## config.mk

```make
export PLATFORM = sky130hd
export DESIGN_NAME = buffered_dio_start_control
export DESIGN_NICKNAME = d
export VERILOG_FILES = /design/src/logic/dio_start_pkg.sv /design/src/logic/buffered_dio_start_control.sv
export VERILOG_INCLUDE_DIRS = /design/src /design/src/logic
export SDC_FILE = /design/constraint.sdc
export NUM_CORES = 2
export LEC_CHECK = 0
export ABC_CLOCK_PERIOD_IN_PS = 15800
export BUFFER_PORTS_ARGS = -buffer_cell sky130_fd_sc_hd__buf_2
export CAP_MARGIN = 20
export CELL_PAD_IN_SITES_DETAIL_PLACEMENT = 1
export CELL_PAD_IN_SITES_GLOBAL_PLACEMENT = 1
export CORE_ASPECT_RATIO = 1.5
export CORE_MARGIN = 3
export CORE_UTILIZATION = 50
export DETAILED_ROUTE_END_ITERATION = 6
export GPL_TIMING_DRIVEN = 0
export PLACE_DENSITY = 0.84
export SYNTH_ARGS = -nofsm -noshare
export SYNTH_HDL_FRONTEND = slang
export SYNTH_SLANG_ARGS = --single-unit
```

## constraint.sdc

```tcl
create_clock -name CLOCK -period 15.8 [get_ports CLOCK]
set_input_delay 0.79 -clock CLOCK [delete_from_list [all_inputs] [get_ports CLOCK]]
set_output_delay 0.79 -clock CLOCK [all_outputs]
set_load 0.01 [all_outputs]
```

## src/logic/dio_start_consts.svh

```systemverilog
// register map, field positions, reset values and timing for the buffered dio start control
`ifndef DIO_START_CONSTS_SVH
`define DIO_START_CONSTS_SVH
// ====================================================================
// register offsets (byte addresses)
`define OFS_CTRL       6'h00
`define OFS_COUNT      6'h04
`define OFS_TRIG       6'h08
`define OFS_HSRC       6'h0C
`define OFS_RATE       6'h10
`define OFS_BUFSZ      6'h14
`define OFS_ERRSTAT    6'h18
`define OFS_ERRCODE    6'h1C
`define OFS_STATUS     6'h20
`define OFS_XFERS      6'h24
// ====================================================================
// field positions
`define CTRL_START_BIT 0
`define CTRL_STOP_BIT  1
`define TRIG_TYPE_LSB  0
`define TRIG_EN_LSB    4
`define TRIG_EDGE_LSB  8
// ====================================================================
// setting encodings, 0 always means keep
`define SEL_KEEP       2'h0
`define TTYPE_START    2'h1
`define TEN_OFF        2'h1
`define TEN_ON         2'h2
`define TEDGE_RISE     2'h1
`define TEDGE_FALL     2'h2
`define HS_INTERNAL    2'h1
`define HS_EXTERNAL    2'h2
// ====================================================================
// reset values, special counts and error codes
`define COUNT_ONE_BUF  32'hFFFF_FFFF
`define COUNT_FOREVER  32'h0000_0000
`define RATE_UNDEF     32'hFFFF_FFFF
`define BUFSZ_RST      32'h0000_0400
`define ERR_NONE       32'h0000_0000
`define ERR_RATE_UNDEF 32'hFFFF_FFF6
`define ERR_BAD_COUNT  32'hFFFF_FFF5
`define WARN_BUSY      32'h0000_0001
// ====================================================================
// timing: clock period in ns, rate accumulator modulus in cycles per second
`define CLK_PERIOD_NS  32'h0000_0028
`define CLK_HZ         (32'h3B9A_CA00 / `CLK_PERIOD_NS)
`endif

```

## src/logic/dio_start_pkg.sv

```systemverilog
// types and shared helpers for the buffered dio start control
`default_nettype none
package dio_start_pkg;
    typedef enum logic [1:0] {ST_IDLE, ST_ARMED, ST_RUN} run_state_t;
    // a zero field keeps the held setting
    function automatic logic [1:0] keep_or_set(input logic [1:0] held, input logic [1:0] req);
        keep_or_set = (req == 2'h0) ? held : req;
    endfunction
    // merge a write word into a register under byte enables
    function automatic logic [31:0] be_merge(input logic [31:0] old, input logic [31:0] wd,
                                             input logic [3:0] be);
        for (int i = 0; i < 4; i++) begin
            be_merge[i*8 +: 8] = be[i] ? wd[i*8 +: 8] : old[i*8 +: 8];
        end
    endfunction
endpackage
`default_nettype wire

```

## src/logic/buffered_dio_start_control.sv

```systemverilog
// sample fifo and buffered dio start control with avalon-mm register slave
//
// Local design decisions: the address map and the Avalon-MM register port.
`include "dio_start_consts.svh"
`default_nettype none

// ====================================================================
// fifo with registered output stage
module dio_sample_fifo #(
    parameter int WIDTH = 32,
    parameter int DEPTH = 32
) (
    input  wire logic             clk,
    input  wire logic             rst_n,
    input  wire logic [WIDTH-1:0] in_data,
    input  wire logic             in_valid,
    output logic                  in_ready,
    output logic      [WIDTH-1:0] out_data,
    output logic                  out_valid,
    input  wire logic             out_ready
);
    localparam int AW = $clog2(DEPTH);
    logic [WIDTH-1:0] mem [DEPTH];
    logic [AW-1:0]    wptr_r;
    logic [AW-1:0]    rptr_r;
    logic [AW:0]      count_r;
    logic             push;
    logic             pop;

    assign in_ready = (count_r != (AW+1)'(DEPTH));
    assign push     = in_valid && in_ready;
    assign pop      = (count_r != '0) && (!out_valid || out_ready);

    always_ff @(posedge clk) begin
        if (push) begin
            mem[wptr_r] <= in_data;
        end
    end

    always_ff @(posedge clk or negedge rst_n) begin
        if (!rst_n) begin
            wptr_r  <= '0;
            rptr_r  <= '0;
            count_r <= '0;
        end else begin
            if (push) begin
                wptr_r <= wptr_r + 1'b1;
            end
            if (pop) begin
                rptr_r <= rptr_r + 1'b1;
            end
            count_r <= count_r + (AW+1)'(push) - (AW+1)'(pop);
        end
    end

    always_ff @(posedge clk or negedge rst_n) begin
        if (!rst_n) begin
            out_valid <= 1'b0;
            out_data  <= '0;
        end else if (pop) begin
            out_valid <= 1'b1;
            out_data  <= mem[rptr_r];
        end else if (out_ready) begin
            out_valid <= 1'b0;
        end
    end
endmodule // dio_sample_fifo

// ====================================================================
// Summary of operation
// - count -1 moves exactly one buffer
// - count 0 runs until stopped
// - positive count moves exactly that many samples
// - buffer size comes from the configuration register
// - start trigger holds transfer until edge
// - trigger enable: 1 off (default), 2 on
// - trigger edge: 1 rising (default), 2 falling
// - zero trigger or handshake setting keeps the held value
// - handshake: 1 internal, 2 connector (default)
// - internal clock paces at programmed rate
// - rate in samples per second, -1 undefined
// - incoming error blocks start, passes through
// - error code 0 ok, negative fatal, positive warning
module buffered_dio_start_control
    import dio_start_pkg::*;
(
    input  wire logic        CLOCK,
    input  wire logic        RST_N,
    input  wire logic [5:0]  ADDRESS,
    input  wire logic        READ,
    input  wire logic        WRITE,
    input  wire logic [31:0] WRITEDATA,
    input  wire logic [3:0]  BYTEENABLE,
    output logic      [31:0] READDATA,
    output logic             WAITREQUEST,
    input  wire logic [31:0] DIN,
    input  wire logic        HS_IN,
    input  wire logic        TRIG_IN,
    output logic      [31:0] SAMPLE_DATA,
    output logic             SAMPLE_VALID,
    input  wire logic        SAMPLE_READY,
    output logic             ACTIVE,
    output logic             DONE
);
    // ================================================================
    // register state
    run_state_t  state_r;
    logic [31:0] count_r;
    logic [1:0]  ttype_r;
    logic [1:0]  ten_r;
    logic [1:0]  tedge_r;
    logic [1:0]  hsrc_r;
    logic [31:0] rate_r;
    logic [31:0] bufsz_r;
    logic        err_stat_r;
    logic [31:0] err_code_r;
    logic [31:0] target_r;
    logic        forever_r;
    logic [31:0] xfers_r;
    logic        done_r;
    logic        req;
    logic        acc;
    logic [31:0] wmerge;

    // ================================================================
    // avalon slave: one wait cycle on every access
    assign req    = READ || WRITE;
    assign acc    = req && !WAITREQUEST;
    assign wmerge = be_merge(32'h0000_0000, WRITEDATA, BYTEENABLE);

    always_ff @(posedge CLOCK or negedge RST_N) begin
        if (!RST_N) begin
            WAITREQUEST <= 1'b1;
        end else begin
            WAITREQUEST <= !(req && WAITREQUEST);
        end
    end

    always_ff @(posedge CLOCK or negedge RST_N) begin
        if (!RST_N) begin
            READDATA <= 32'h0000_0000;
        end else if (READ && WAITREQUEST) begin
            case (ADDRESS)
                `OFS_COUNT:   READDATA <= count_r;
                `OFS_TRIG:    READDATA <= {22'h0, tedge_r, 2'h0, ten_r, 2'h0, ttype_r};
                `OFS_HSRC:    READDATA <= {30'h0, hsrc_r};
                `OFS_RATE:    READDATA <= rate_r;
                `OFS_BUFSZ:   READDATA <= bufsz_r;
                `OFS_ERRSTAT: READDATA <= {31'h0, err_stat_r};
                `OFS_ERRCODE: READDATA <= err_code_r;
                `OFS_STATUS:  READDATA <= {29'h0, done_r, state_r == ST_RUN, state_r == ST_ARMED};
                `OFS_XFERS:   READDATA <= xfers_r;
                default:      READDATA <= 32'h0000_0000;
            endcase
        end
    end

    // ================================================================
    // settings; a zero trigger or handshake field leaves the held one
    logic wr_trig;
    logic wr_hsrc;
    assign wr_trig = acc && WRITE && (ADDRESS == `OFS_TRIG);
    assign wr_hsrc = acc && WRITE && (ADDRESS == `OFS_HSRC) && BYTEENABLE[0];

    always_ff @(posedge CLOCK or negedge RST_N) begin
        if (!RST_N) begin
            ttype_r <= `SEL_KEEP;
            ten_r   <= `TEN_OFF;
            tedge_r <= `TEDGE_RISE;
            hsrc_r  <= `HS_EXTERNAL;
        end else begin
            if (wr_trig && BYTEENABLE[0]) begin
                ttype_r <= keep_or_set(ttype_r, WRITEDATA[`TRIG_TYPE_LSB +: 2]);
                ten_r   <= keep_or_set(ten_r, WRITEDATA[`TRIG_EN_LSB +: 2]);
            end
            if (wr_trig && BYTEENABLE[1]) begin
                tedge_r <= keep_or_set(tedge_r, WRITEDATA[`TRIG_EDGE_LSB +: 2]);
            end
            if (wr_hsrc) begin
                hsrc_r <= keep_or_set(hsrc_r, WRITEDATA[1:0]);
            end
        end
    end

    always_ff @(posedge CLOCK or negedge RST_N) begin
        if (!RST_N) begin
            count_r <= `COUNT_ONE_BUF;
            rate_r  <= `RATE_UNDEF;
            bufsz_r <= `BUFSZ_RST;
        end else if (acc && WRITE) begin
            if (ADDRESS == `OFS_COUNT) begin
                count_r <= be_merge(count_r, WRITEDATA, BYTEENABLE);
            end
            if (ADDRESS == `OFS_RATE) begin
                rate_r <= be_merge(rate_r, WRITEDATA, BYTEENABLE);
            end
            if (ADDRESS == `OFS_BUFSZ) begin
                bufsz_r <= be_merge(bufsz_r, WRITEDATA, BYTEENABLE);
            end
        end
    end

    // ================================================================
    // pin synchronisers; edges read only the second stage onward
    logic [31:0] din_s1, din_s2;
    logic        hs_s1, hs_s2, hs_d;
    logic        tr_s1, tr_s2, tr_d;

    always_ff @(posedge CLOCK or negedge RST_N) begin
        if (!RST_N) begin
            din_s1 <= '0;
            din_s2 <= '0;
            {hs_s1, hs_s2, hs_d} <= 3'h0;
            {tr_s1, tr_s2, tr_d} <= 3'h0;
        end else begin
            din_s1 <= DIN;
            din_s2 <= din_s1;
            {hs_s1, hs_s2, hs_d} <= {HS_IN, hs_s1, hs_s2};
            {tr_s1, tr_s2, tr_d} <= {TRIG_IN, tr_s1, tr_s2};
        end
    end

    logic ext_tick;
    logic trig_fire;
    assign ext_tick  = hs_s2 && !hs_d;
    assign trig_fire = (tedge_r == `TEDGE_FALL) ? (!tr_s2 && tr_d) : (tr_s2 && !tr_d);

    // ================================================================
    // internal pacing: phase accumulator in samples per second
    logic [32:0] phase_r;
    logic [32:0] phase_sum;
    logic        int_tick;
    logic        rate_ok;
    assign rate_ok   = !rate_r[31] && (rate_r != 32'h0000_0000);
    assign phase_sum = phase_r + {1'b0, rate_r};
    assign int_tick  = (state_r == ST_RUN) && rate_ok && (phase_sum >= {1'b0, `CLK_HZ});

    always_ff @(posedge CLOCK or negedge RST_N) begin
        if (!RST_N) begin
            phase_r <= '0;
        end else if (state_r != ST_RUN || !rate_ok) begin
            phase_r <= '0;
        end else if (int_tick) begin
            // rates above the clock saturate at one sample per cycle
            phase_r <= (phase_sum >= {`CLK_HZ, 1'b0}) ? 33'h0 : phase_sum - {1'b0, `CLK_HZ};
        end else begin
            phase_r <= phase_sum;
        end
    end

    // ================================================================
    // transfer path; one tick waiting on a full fifo is held, further ticks until it is pushed are lost
    logic tick;
    logic pend_r;
    logic push;
    logic fifo_ready;
    assign tick = (hsrc_r == `HS_INTERNAL) ? int_tick : ext_tick;
    assign push = (state_r == ST_RUN) && (tick || pend_r) && fifo_ready;

    always_ff @(posedge CLOCK or negedge RST_N) begin
        if (!RST_N) begin
            pend_r <= 1'b0;
        end else begin
            pend_r <= (state_r == ST_RUN) && (tick || pend_r) && !fifo_ready;
        end
    end

    dio_sample_fifo #(.WIDTH(32), .DEPTH(32)) u_fifo (
        .clk       (CLOCK),
        .rst_n     (RST_N),
        .in_data   (din_s2),
        .in_valid  (push),
        .in_ready  (fifo_ready),
        .out_data  (SAMPLE_DATA),
        .out_valid (SAMPLE_VALID),
        .out_ready (SAMPLE_READY)
    );

    // ================================================================
    // start, stop and completion
    logic start_req;
    logic stop_req;
    logic start_ok;
    logic last_push;
    logic count_bad;
    assign start_req = acc && WRITE && (ADDRESS == `OFS_CTRL) && wmerge[`CTRL_START_BIT];
    assign stop_req  = acc && WRITE && (ADDRESS == `OFS_CTRL) && wmerge[`CTRL_STOP_BIT];
    assign count_bad = count_r[31] && (count_r != `COUNT_ONE_BUF);
    assign start_ok  = start_req && !err_stat_r && (state_r == ST_IDLE) && !count_bad
                       && !(hsrc_r == `HS_INTERNAL && !rate_ok);
    assign last_push = push && !forever_r && (xfers_r + 32'h0000_0001 >= target_r);

    always_ff @(posedge CLOCK or negedge RST_N) begin
        if (!RST_N) begin
            state_r <= ST_IDLE;
        end else begin
            case (state_r)
                ST_IDLE: begin
                    if (start_ok) begin
                        state_r <= (ten_r == `TEN_ON && ttype_r == `TTYPE_START)
                                   ? ST_ARMED : ST_RUN;
                    end
                end
                ST_ARMED: begin
                    if (stop_req) begin
                        state_r <= ST_IDLE;
                    end else if (trig_fire) begin
                        state_r <= ST_RUN;
                    end
                end
                ST_RUN: begin
                    if (stop_req || last_push) begin
                        state_r <= ST_IDLE;
                    end
                end
                default: state_r <= ST_IDLE;
            endcase
        end
    end

    always_ff @(posedge CLOCK or negedge RST_N) begin
        if (!RST_N) begin
            target_r  <= 32'h0000_0000;
            forever_r <= 1'b0;
            xfers_r   <= 32'h0000_0000;
            done_r    <= 1'b0;
        end else if (start_ok) begin
            target_r  <= (count_r == `COUNT_ONE_BUF) ? bufsz_r : count_r;
            forever_r <= (count_r == `COUNT_FOREVER);
            xfers_r   <= 32'h0000_0000;
            done_r    <= 1'b0;
        end else if (push) begin
            xfers_r <= xfers_r + 32'h0000_0001;
            done_r  <= last_push;
        end
    end

    // ================================================================
    // error in, error out: an error already set passes unchanged
    always_ff @(posedge CLOCK or negedge RST_N) begin
        if (!RST_N) begin
            err_stat_r <= 1'b0;
            err_code_r <= `ERR_NONE;
        end else if (acc && WRITE && ADDRESS == `OFS_ERRSTAT && BYTEENABLE[0]) begin
            err_stat_r <= WRITEDATA[0];
        end else if (acc && WRITE && ADDRESS == `OFS_ERRCODE) begin
            err_code_r <= be_merge(err_code_r, WRITEDATA, BYTEENABLE);
        end else if (start_req && !err_stat_r) begin
            if (count_bad) begin
                err_stat_r <= 1'b1;
                err_code_r <= `ERR_BAD_COUNT;
            end else if (hsrc_r == `HS_INTERNAL && !rate_ok) begin
                err_stat_r <= 1'b1;
                err_code_r <= `ERR_RATE_UNDEF;
            end else if (state_r != ST_IDLE) begin
                err_code_r <= `WARN_BUSY;
            end else begin
                err_code_r <= `ERR_NONE;
            end
        end
    end

    always_ff @(posedge CLOCK or negedge RST_N) begin
        if (!RST_N) begin
            ACTIVE <= 1'b0;
            DONE   <= 1'b0;
        end else begin
            ACTIVE <= (state_r != ST_IDLE);
            DONE   <= done_r;
        end
    end
endmodule // buffered_dio_start_control
`default_nettype wire

```

; Word level (Yosys, flattened, before mapping)
; Memories as Yosys holds them, arrays and structs flattened. A register that Yosys moved wholly into a read port is not among the register bits.
; Cells that the tools add are included.
[totals]
reg_bits = 361
ramBits = 1024
inputBits = 81
output_inout_bits = 68
elab_cells = 212
n_memories = 1
[op_classes]
n_addsub = 7
order_cmp = 3
eq_ne = 27
muxes = 36
bitwise_logic = 4
n_reduce_logical = 90
[memory_table]
columns = memory, depth, word_bits, rd, rd_ports_with_merged_regs, wr, line
row1 = u_fifo.mem, 32, 32, 1, 1, 1, buffered_dio_start_control.sv:23  ; logic [WIDTH-1:0] mem [DEPTH];
[op_table]
columns = cell, count
row1 = $pmux W32 S9, 1
row2 = $mux W32, 7
row3 = $mux W33, 3
row4 = $reduce_and A3 Y1, 18
row5 = $logic_and A1 B1 Y1, 35
row6 = $add A33 B32 Y33, 1
row7 = $ge A33 B25 Y1 const B, 1
row8 = $ge A33 B26 Y1 const B, 1
row9 = $sub A33 B25 Y33 const B, 1
row10 = $add A32 B1 Y32 const B, 1
row11 = $eq A32 B32 Y1 const B, 1
row12 = $ge A32 B32 Y1, 1
row13 = $logic_not A32 Y1, 1
row14 = $mux W8, 4
row15 = $ne A32 B32 Y1 const B, 1
row16 = $reduce_bool A32 Y1, 1
row17 = $eq A6 B5 Y1 const B, 4
row18 = $logic_not A1 Y1, 14
row19 = $mux W1, 14
row20 = $ne A2 B2 Y1 const B, 7
row21 = $eq A6 B4 Y1 const B, 2
row22 = $eq A6 B6 Y1 const B, 2
row23 = $mux W2, 6
row24 = $add A5 B1 Y5 const B, 2
row25 = 17 further kinds, 38

; Logic depth before layout (Yosys ltp)
[logic_depth]
word_depth = 13
mapped_depth = 22
depth_no_buf = 20

; Cells and area by module
; From an unflattened synthesis, not the netlist that was laid out.
[unflattened]
hier_cells = 3696
area_unflattened_um2 = 58344.7
[by_module_without_submodules]
columns = mod, n_inst, cells_each, area_per_inst_um2, seq_area_each_um2
row1 = dio_sample_fifo, 1, 1975, 40955.5, 31975.7
row2 = buffered_dio_start_control, 1, 1721, 17389.2, 8694.6

; Worst setup path after synthesis
; Ideal clock, no wire load.
[synth_timing]
path_kind = register to register
start = reg rate_r[0]
end = mem u_fifo.mem[10][0] (enable)
setup_time_ps = 392
t_arrival_ps = 4789
t_required_ps = 15408
path_slack_ps = 10619
path_stages_with_launch = 16
n_path_buf = 1
synth_period_minus_slack_ps = 5181
cell_sequence = dfstp_2 ha_1 inv_1 fa_1 nand2b_1 a21o_1 a311o_1 a211o_1 a211oi_2 and2b_1 nand4_2 nor4_4 o311ai_4 a21oi_2 clkbuf_1 and3_1
[synth_via]
elab_chain_len = 11
word_cells_on_any_way = 13
cone_classes = add/sub (1) / order compare (1) / mux (3) / reduce/logical (8)
[synth_rtl]
columns = element, line
row1 = start: declaration, buffered_dio_start_control.sv:113  ; logic [31:0] rate_r;
row2 = start signal: assignment, buffered_dio_start_control.sv:188  ; rate_r <= `RATE_UNDEF;
row3 = start signal: assignment, buffered_dio_start_control.sv:195  ; rate_r <= be_merge(rate_r, WRITEDATA, BYTEENABLE);
row4 = "parallel branches: the longest is 3 deep, another holds $add A33 B32 Y33", -
row5 = $logic_and A1 B1 Y1 *, buffered_dio_start_control.sv:236  ; assign int_tick = (state_r == ST_RUN) && rate_ok && (phase_sum >= {1'b0, `CLK_HZ});
row6 = $mux W1 *, buffered_dio_start_control.sv:257  ; assign tick = (hsrc_r == `HS_INTERNAL) ? int_tick : ext_tick;
row7 = $logic_or A1 B1 Y1 *, buffered_dio_start_control.sv:258  ; assign push = (state_r == ST_RUN) && (tick || pend_r) && fifo_ready;
row8 = $logic_and A1 B1 Y1 * (2 in a row), buffered_dio_start_control.sv:258
row9 = $logic_and A1 B1 Y1 *, buffered_dio_start_control.sv:31  ; assign push = in_valid && in_ready;
row10 = $mux W1 *, buffered_dio_start_control.sv:35  ; if (push) begin
row11 = $mux W1 (implied by the code) *, buffered_dio_start_control.sv:36  ; mem[wptr_r] <= in_data;
row12 = end: declaration, buffered_dio_start_control.sv:23
; Every way passes the cells marked *.

; Final worst setup path
[layout_timing]
start = reg rate_r[0]
end = mem u_fifo.mem[20][25] (enable)
; The elaborated chain is that of the path after synthesis.

==> impl_results.md <==
* Gp weighted congestion at 0.908
* WL per Instance at 35.0 um
* Hold Startpoint: DIN[21]
* Max-slew violation count at 0
* Via Count at 36624
* CTS tree: built
* Max Fclk at 148 MHz
* Slew headroom at 0.209
* Post-route clock skew at 61.7 ps
* Multi-input combinational cell area at 17500 um2
* # fillers at 10769
* Pwr Density at 151 nW/um2
* Initial Util at 0.504
* CP startpoint kind: flop
* Cells after synthesis at 3552
* Setup crit end kind: flop
* GRT overflow at 0
* Max FFs per register at 1024
* First drt pass iteration count at 7
* Total routed wirelength at 195000 um
* Post-CTS Resized at 0
* Nets at 4071
* Die Footprint at 123000 um2
* Share of layout cells above drive strength 1 at 0.247
* Synth Cell Area at 59200 um2
* Worst Tran Pin Value at 1190 ps
* Ys flop type: edfxtp_1
* Syn avg cell area at 16.7 um2
* Global Route Usage Sum at 0.317
* Sequential area share after synthesis at 0.687
* Final core occ at 0.577
* Total chip power at 10200 uW
* YS warnings at 0
* CP Class: reg -> reg
* VDD IR max at 0.000103 V
* Arr. time, crit path at 7230 ps
* Synthesized flop and latch total at 1417
* Final hold violation count at 0
* Clock Tree Buf Depth at 3
* EDFF count, synth at 1024
* Via density at 6.56
* Synth unique cells at 88
* Vias in the first global route at 39359
* Antenna violations before repair at 4
* Die extent in x at 287 um
* Core Region at 118000 um2
* Finish-stage setup viols at 0
* I/O pin cnt at 149
* P&R area growth vs syn at 14.5%
* Post-CTS Setup Inserts at 0
* Critical path launch point: rate_r[0]
* Port buffer count at 146
* Syn_nets at 3717
* CTS buffer count at 134
* Tightest hold margin at 112 ps
* Clock Latency Late Sink at 790 ps
* Leakage Power at 0.0240 uW
* Largest net degree at the start of global routing at 95
* Die H at 427 um
* Hold Path Class: in -> reg
* Fin crit period at 6760 ps
* Reg2reg start: rate_r[0]
* Reg with most FFs: u_fifo.mem
* Sequential Area at 40700 um2
* CP cell instances: ha_1 > inv_1 > fa_1 > nand2b_1 > a21o_1 > a311o_1 > o211ai_4 > a21oi_1 > xnor2_1 > nand4_2 > nor4_4 > o311ai_4 > a21oi_2 > clkbuf_1 > and3_2 > buf_16
* Root Driver: clkbuf_16
* Status: finished, violations left
* Setup TNS Final at 0 ps
* Reg clk slew, reported paths at 70 ps
* Failing checks: design-rule violations
* Drt first-iter violations at 4325
* Critical path's largest stage delay at 780 ps
* Remaining DRCs at 3
* Slowest cell on the critical path: and3_2
* Asr flop ratio synth at 0.277
* Largest regs: u_fifo.mem x1024, phase_r x33
* Clk sinks at 1417
* Period utilization at 0.428
* ANT nets after route at 0
* Post-DP HPWL at 123000 um
* Row count at 154
* Req. time, crit path at 16270 ps
* Crit path max fanout at 18
* First-pass GRT wire length at 277000 um
* RSZ-0062 raised after global routing: false
* Htree depth at 4
* Max cap viols at 0
path summary, 6_finish.rpt:
check                                 endpoint  slack, ps  cells after the start
setup / recovery            u_fifo.mem[20][25]       9040                     16
hold / removal                      din_s1[21]        110                      1
setup reg to reg            u_fifo.mem[20][25]       9040                     16
hold reg to reg                     din_s2[16]        350                      0
max in group asynchronous  u_fifo.out_data[28]      13490                      5
min in group asynchronous           din_s2[10]        540                      2
report_power, final:
part           total [uW]  switching, uW  internal [uW]
Combinational        2620           1460           1170
Sequential           4200            114           4090
Clock                3380           1530           1860
cell usage in the layout, fill, tap and decap left out, types with 65 or more instances in the layout:
| master | n |
|---|---|
| edfxtp_1 | 1024 |
| dfrtp_1 | 324 |
| mux4_2 | 320 |
| nand2_1 | 205 |
| o21ai_0 | 195 |
| nor2_1 | 179 |
| clkbuf_1 | 178 |
| a21oi_1 | 171 |
| buf_2 | 160 |
| clkbuf_16 | 137 |
| mux2_2 | 99 |
| ha_1 | 82 |
| mux2i_1 | 70 |
| dfstp_2 | 69 |
| inv_1 | 65 |
per-layer routing:
layer	share of wire	wire length, um	vias to the layer above	track usage
met5	0	0	-	0
met4	0.075	14700	0	0.210
met3	0.072	14100	626	0.0525
met2	0.53	103000	2342	0.563
met1	0.33	63700	19026	0.350
li1	-	-	14630	-
through the flow:
step / instance area, um2 / cells / setup WS (ps)
6_report: 67800 / 5579 / 9040
5_1_grt: 67800 / 5578 / 8810
4_1_cts: 67400 / 5555 / 9050
3_5_place_dp: 62900 / 5306 / 9090
3_3_place_gp: 61900 / 5258 / 5570
2_1_floorplan: 59200 / 3552 / 10620
cells in the mapped netlist (all sizes together) (3+ instances only):
library cell,instances,area (um2)
nand2,205,769
nor2b,16,100
a21o,21,158
nand2b,8,50.1
o211ai,10,98.8
o21a,9,67.6
buf,48,210
a2111oi,3,26.3
a21oi,174,882
or3,12,75.1
xnor2,46,403
a311oi,3,38.8
nand4,44,282
edfxtp,1024,30700
nor2,179,672
nand3b,3,22.5
clkbuf,152,573
or2,8,50.1
or4,11,82.6
dfrtp,324,8110
ha,82,1030
inv,65,244
o21bai,4,30.0
a221o,22,220
a221oi,31,278
dfstp,69,1810
and3b,3,26.3
o21ai,201,1010
nor4,23,159
nor3b,8,60.1
mux2i,70,701
o211a,4,40.0
and2,32,200
a211oi,9,87.6
o31ai,16,120
nand3,52,260
a31oi,11,81.3
nor3,13,70.1
mux4,320,7210
xor2,26,246
o311ai,3,43.8
mux2,110,1240
and3,44,275
critical path, delay by kind of cell (launching register included):
family                     cells  cell delay (ps)
adders and majority gates      2              670
DFF                            1              680
AOI/OAI and AO/OA              6             1920
and+or+nand+nor                4             1840
buffers and inverters          3              730
xor gates and xnor gates       1              560
timing repair:
item / in CTS / in global routing
setup endpoints to repair: 0 / 0
endpoints found under the hold margin: 40 / 0
hold buffers: 1 / 0
cell type report:
cell class / count / area share
diodes: 1 / 0.0000369
plain buffers: 200 / 0.0116
clock buffers: 181 / 0.0552
clock inverters: 67 / 0.0112
inverters: 65 / 0.00360
multi-input cells: 1870 / 0.259
flip-flops and latches: 1417 / 0.600
well taps: 1560 / 0.0288
repair buffers: 218 / 0.0311
cells by family after synthesis:
family                     Yosys count  share of synthesized area
xor gates and xnor gates            72                     0.0110
muxes                              500                      0.155
and+or+nand+nor                    669                     0.0546
adders and majority gates           84                     0.0180
buffers and inverters              265                     0.0174
AOI/OAI and AO/OA                  545                     0.0573
DFF                               1417                      0.687
No activity file was read; power rests on OpenSTA's default activity.
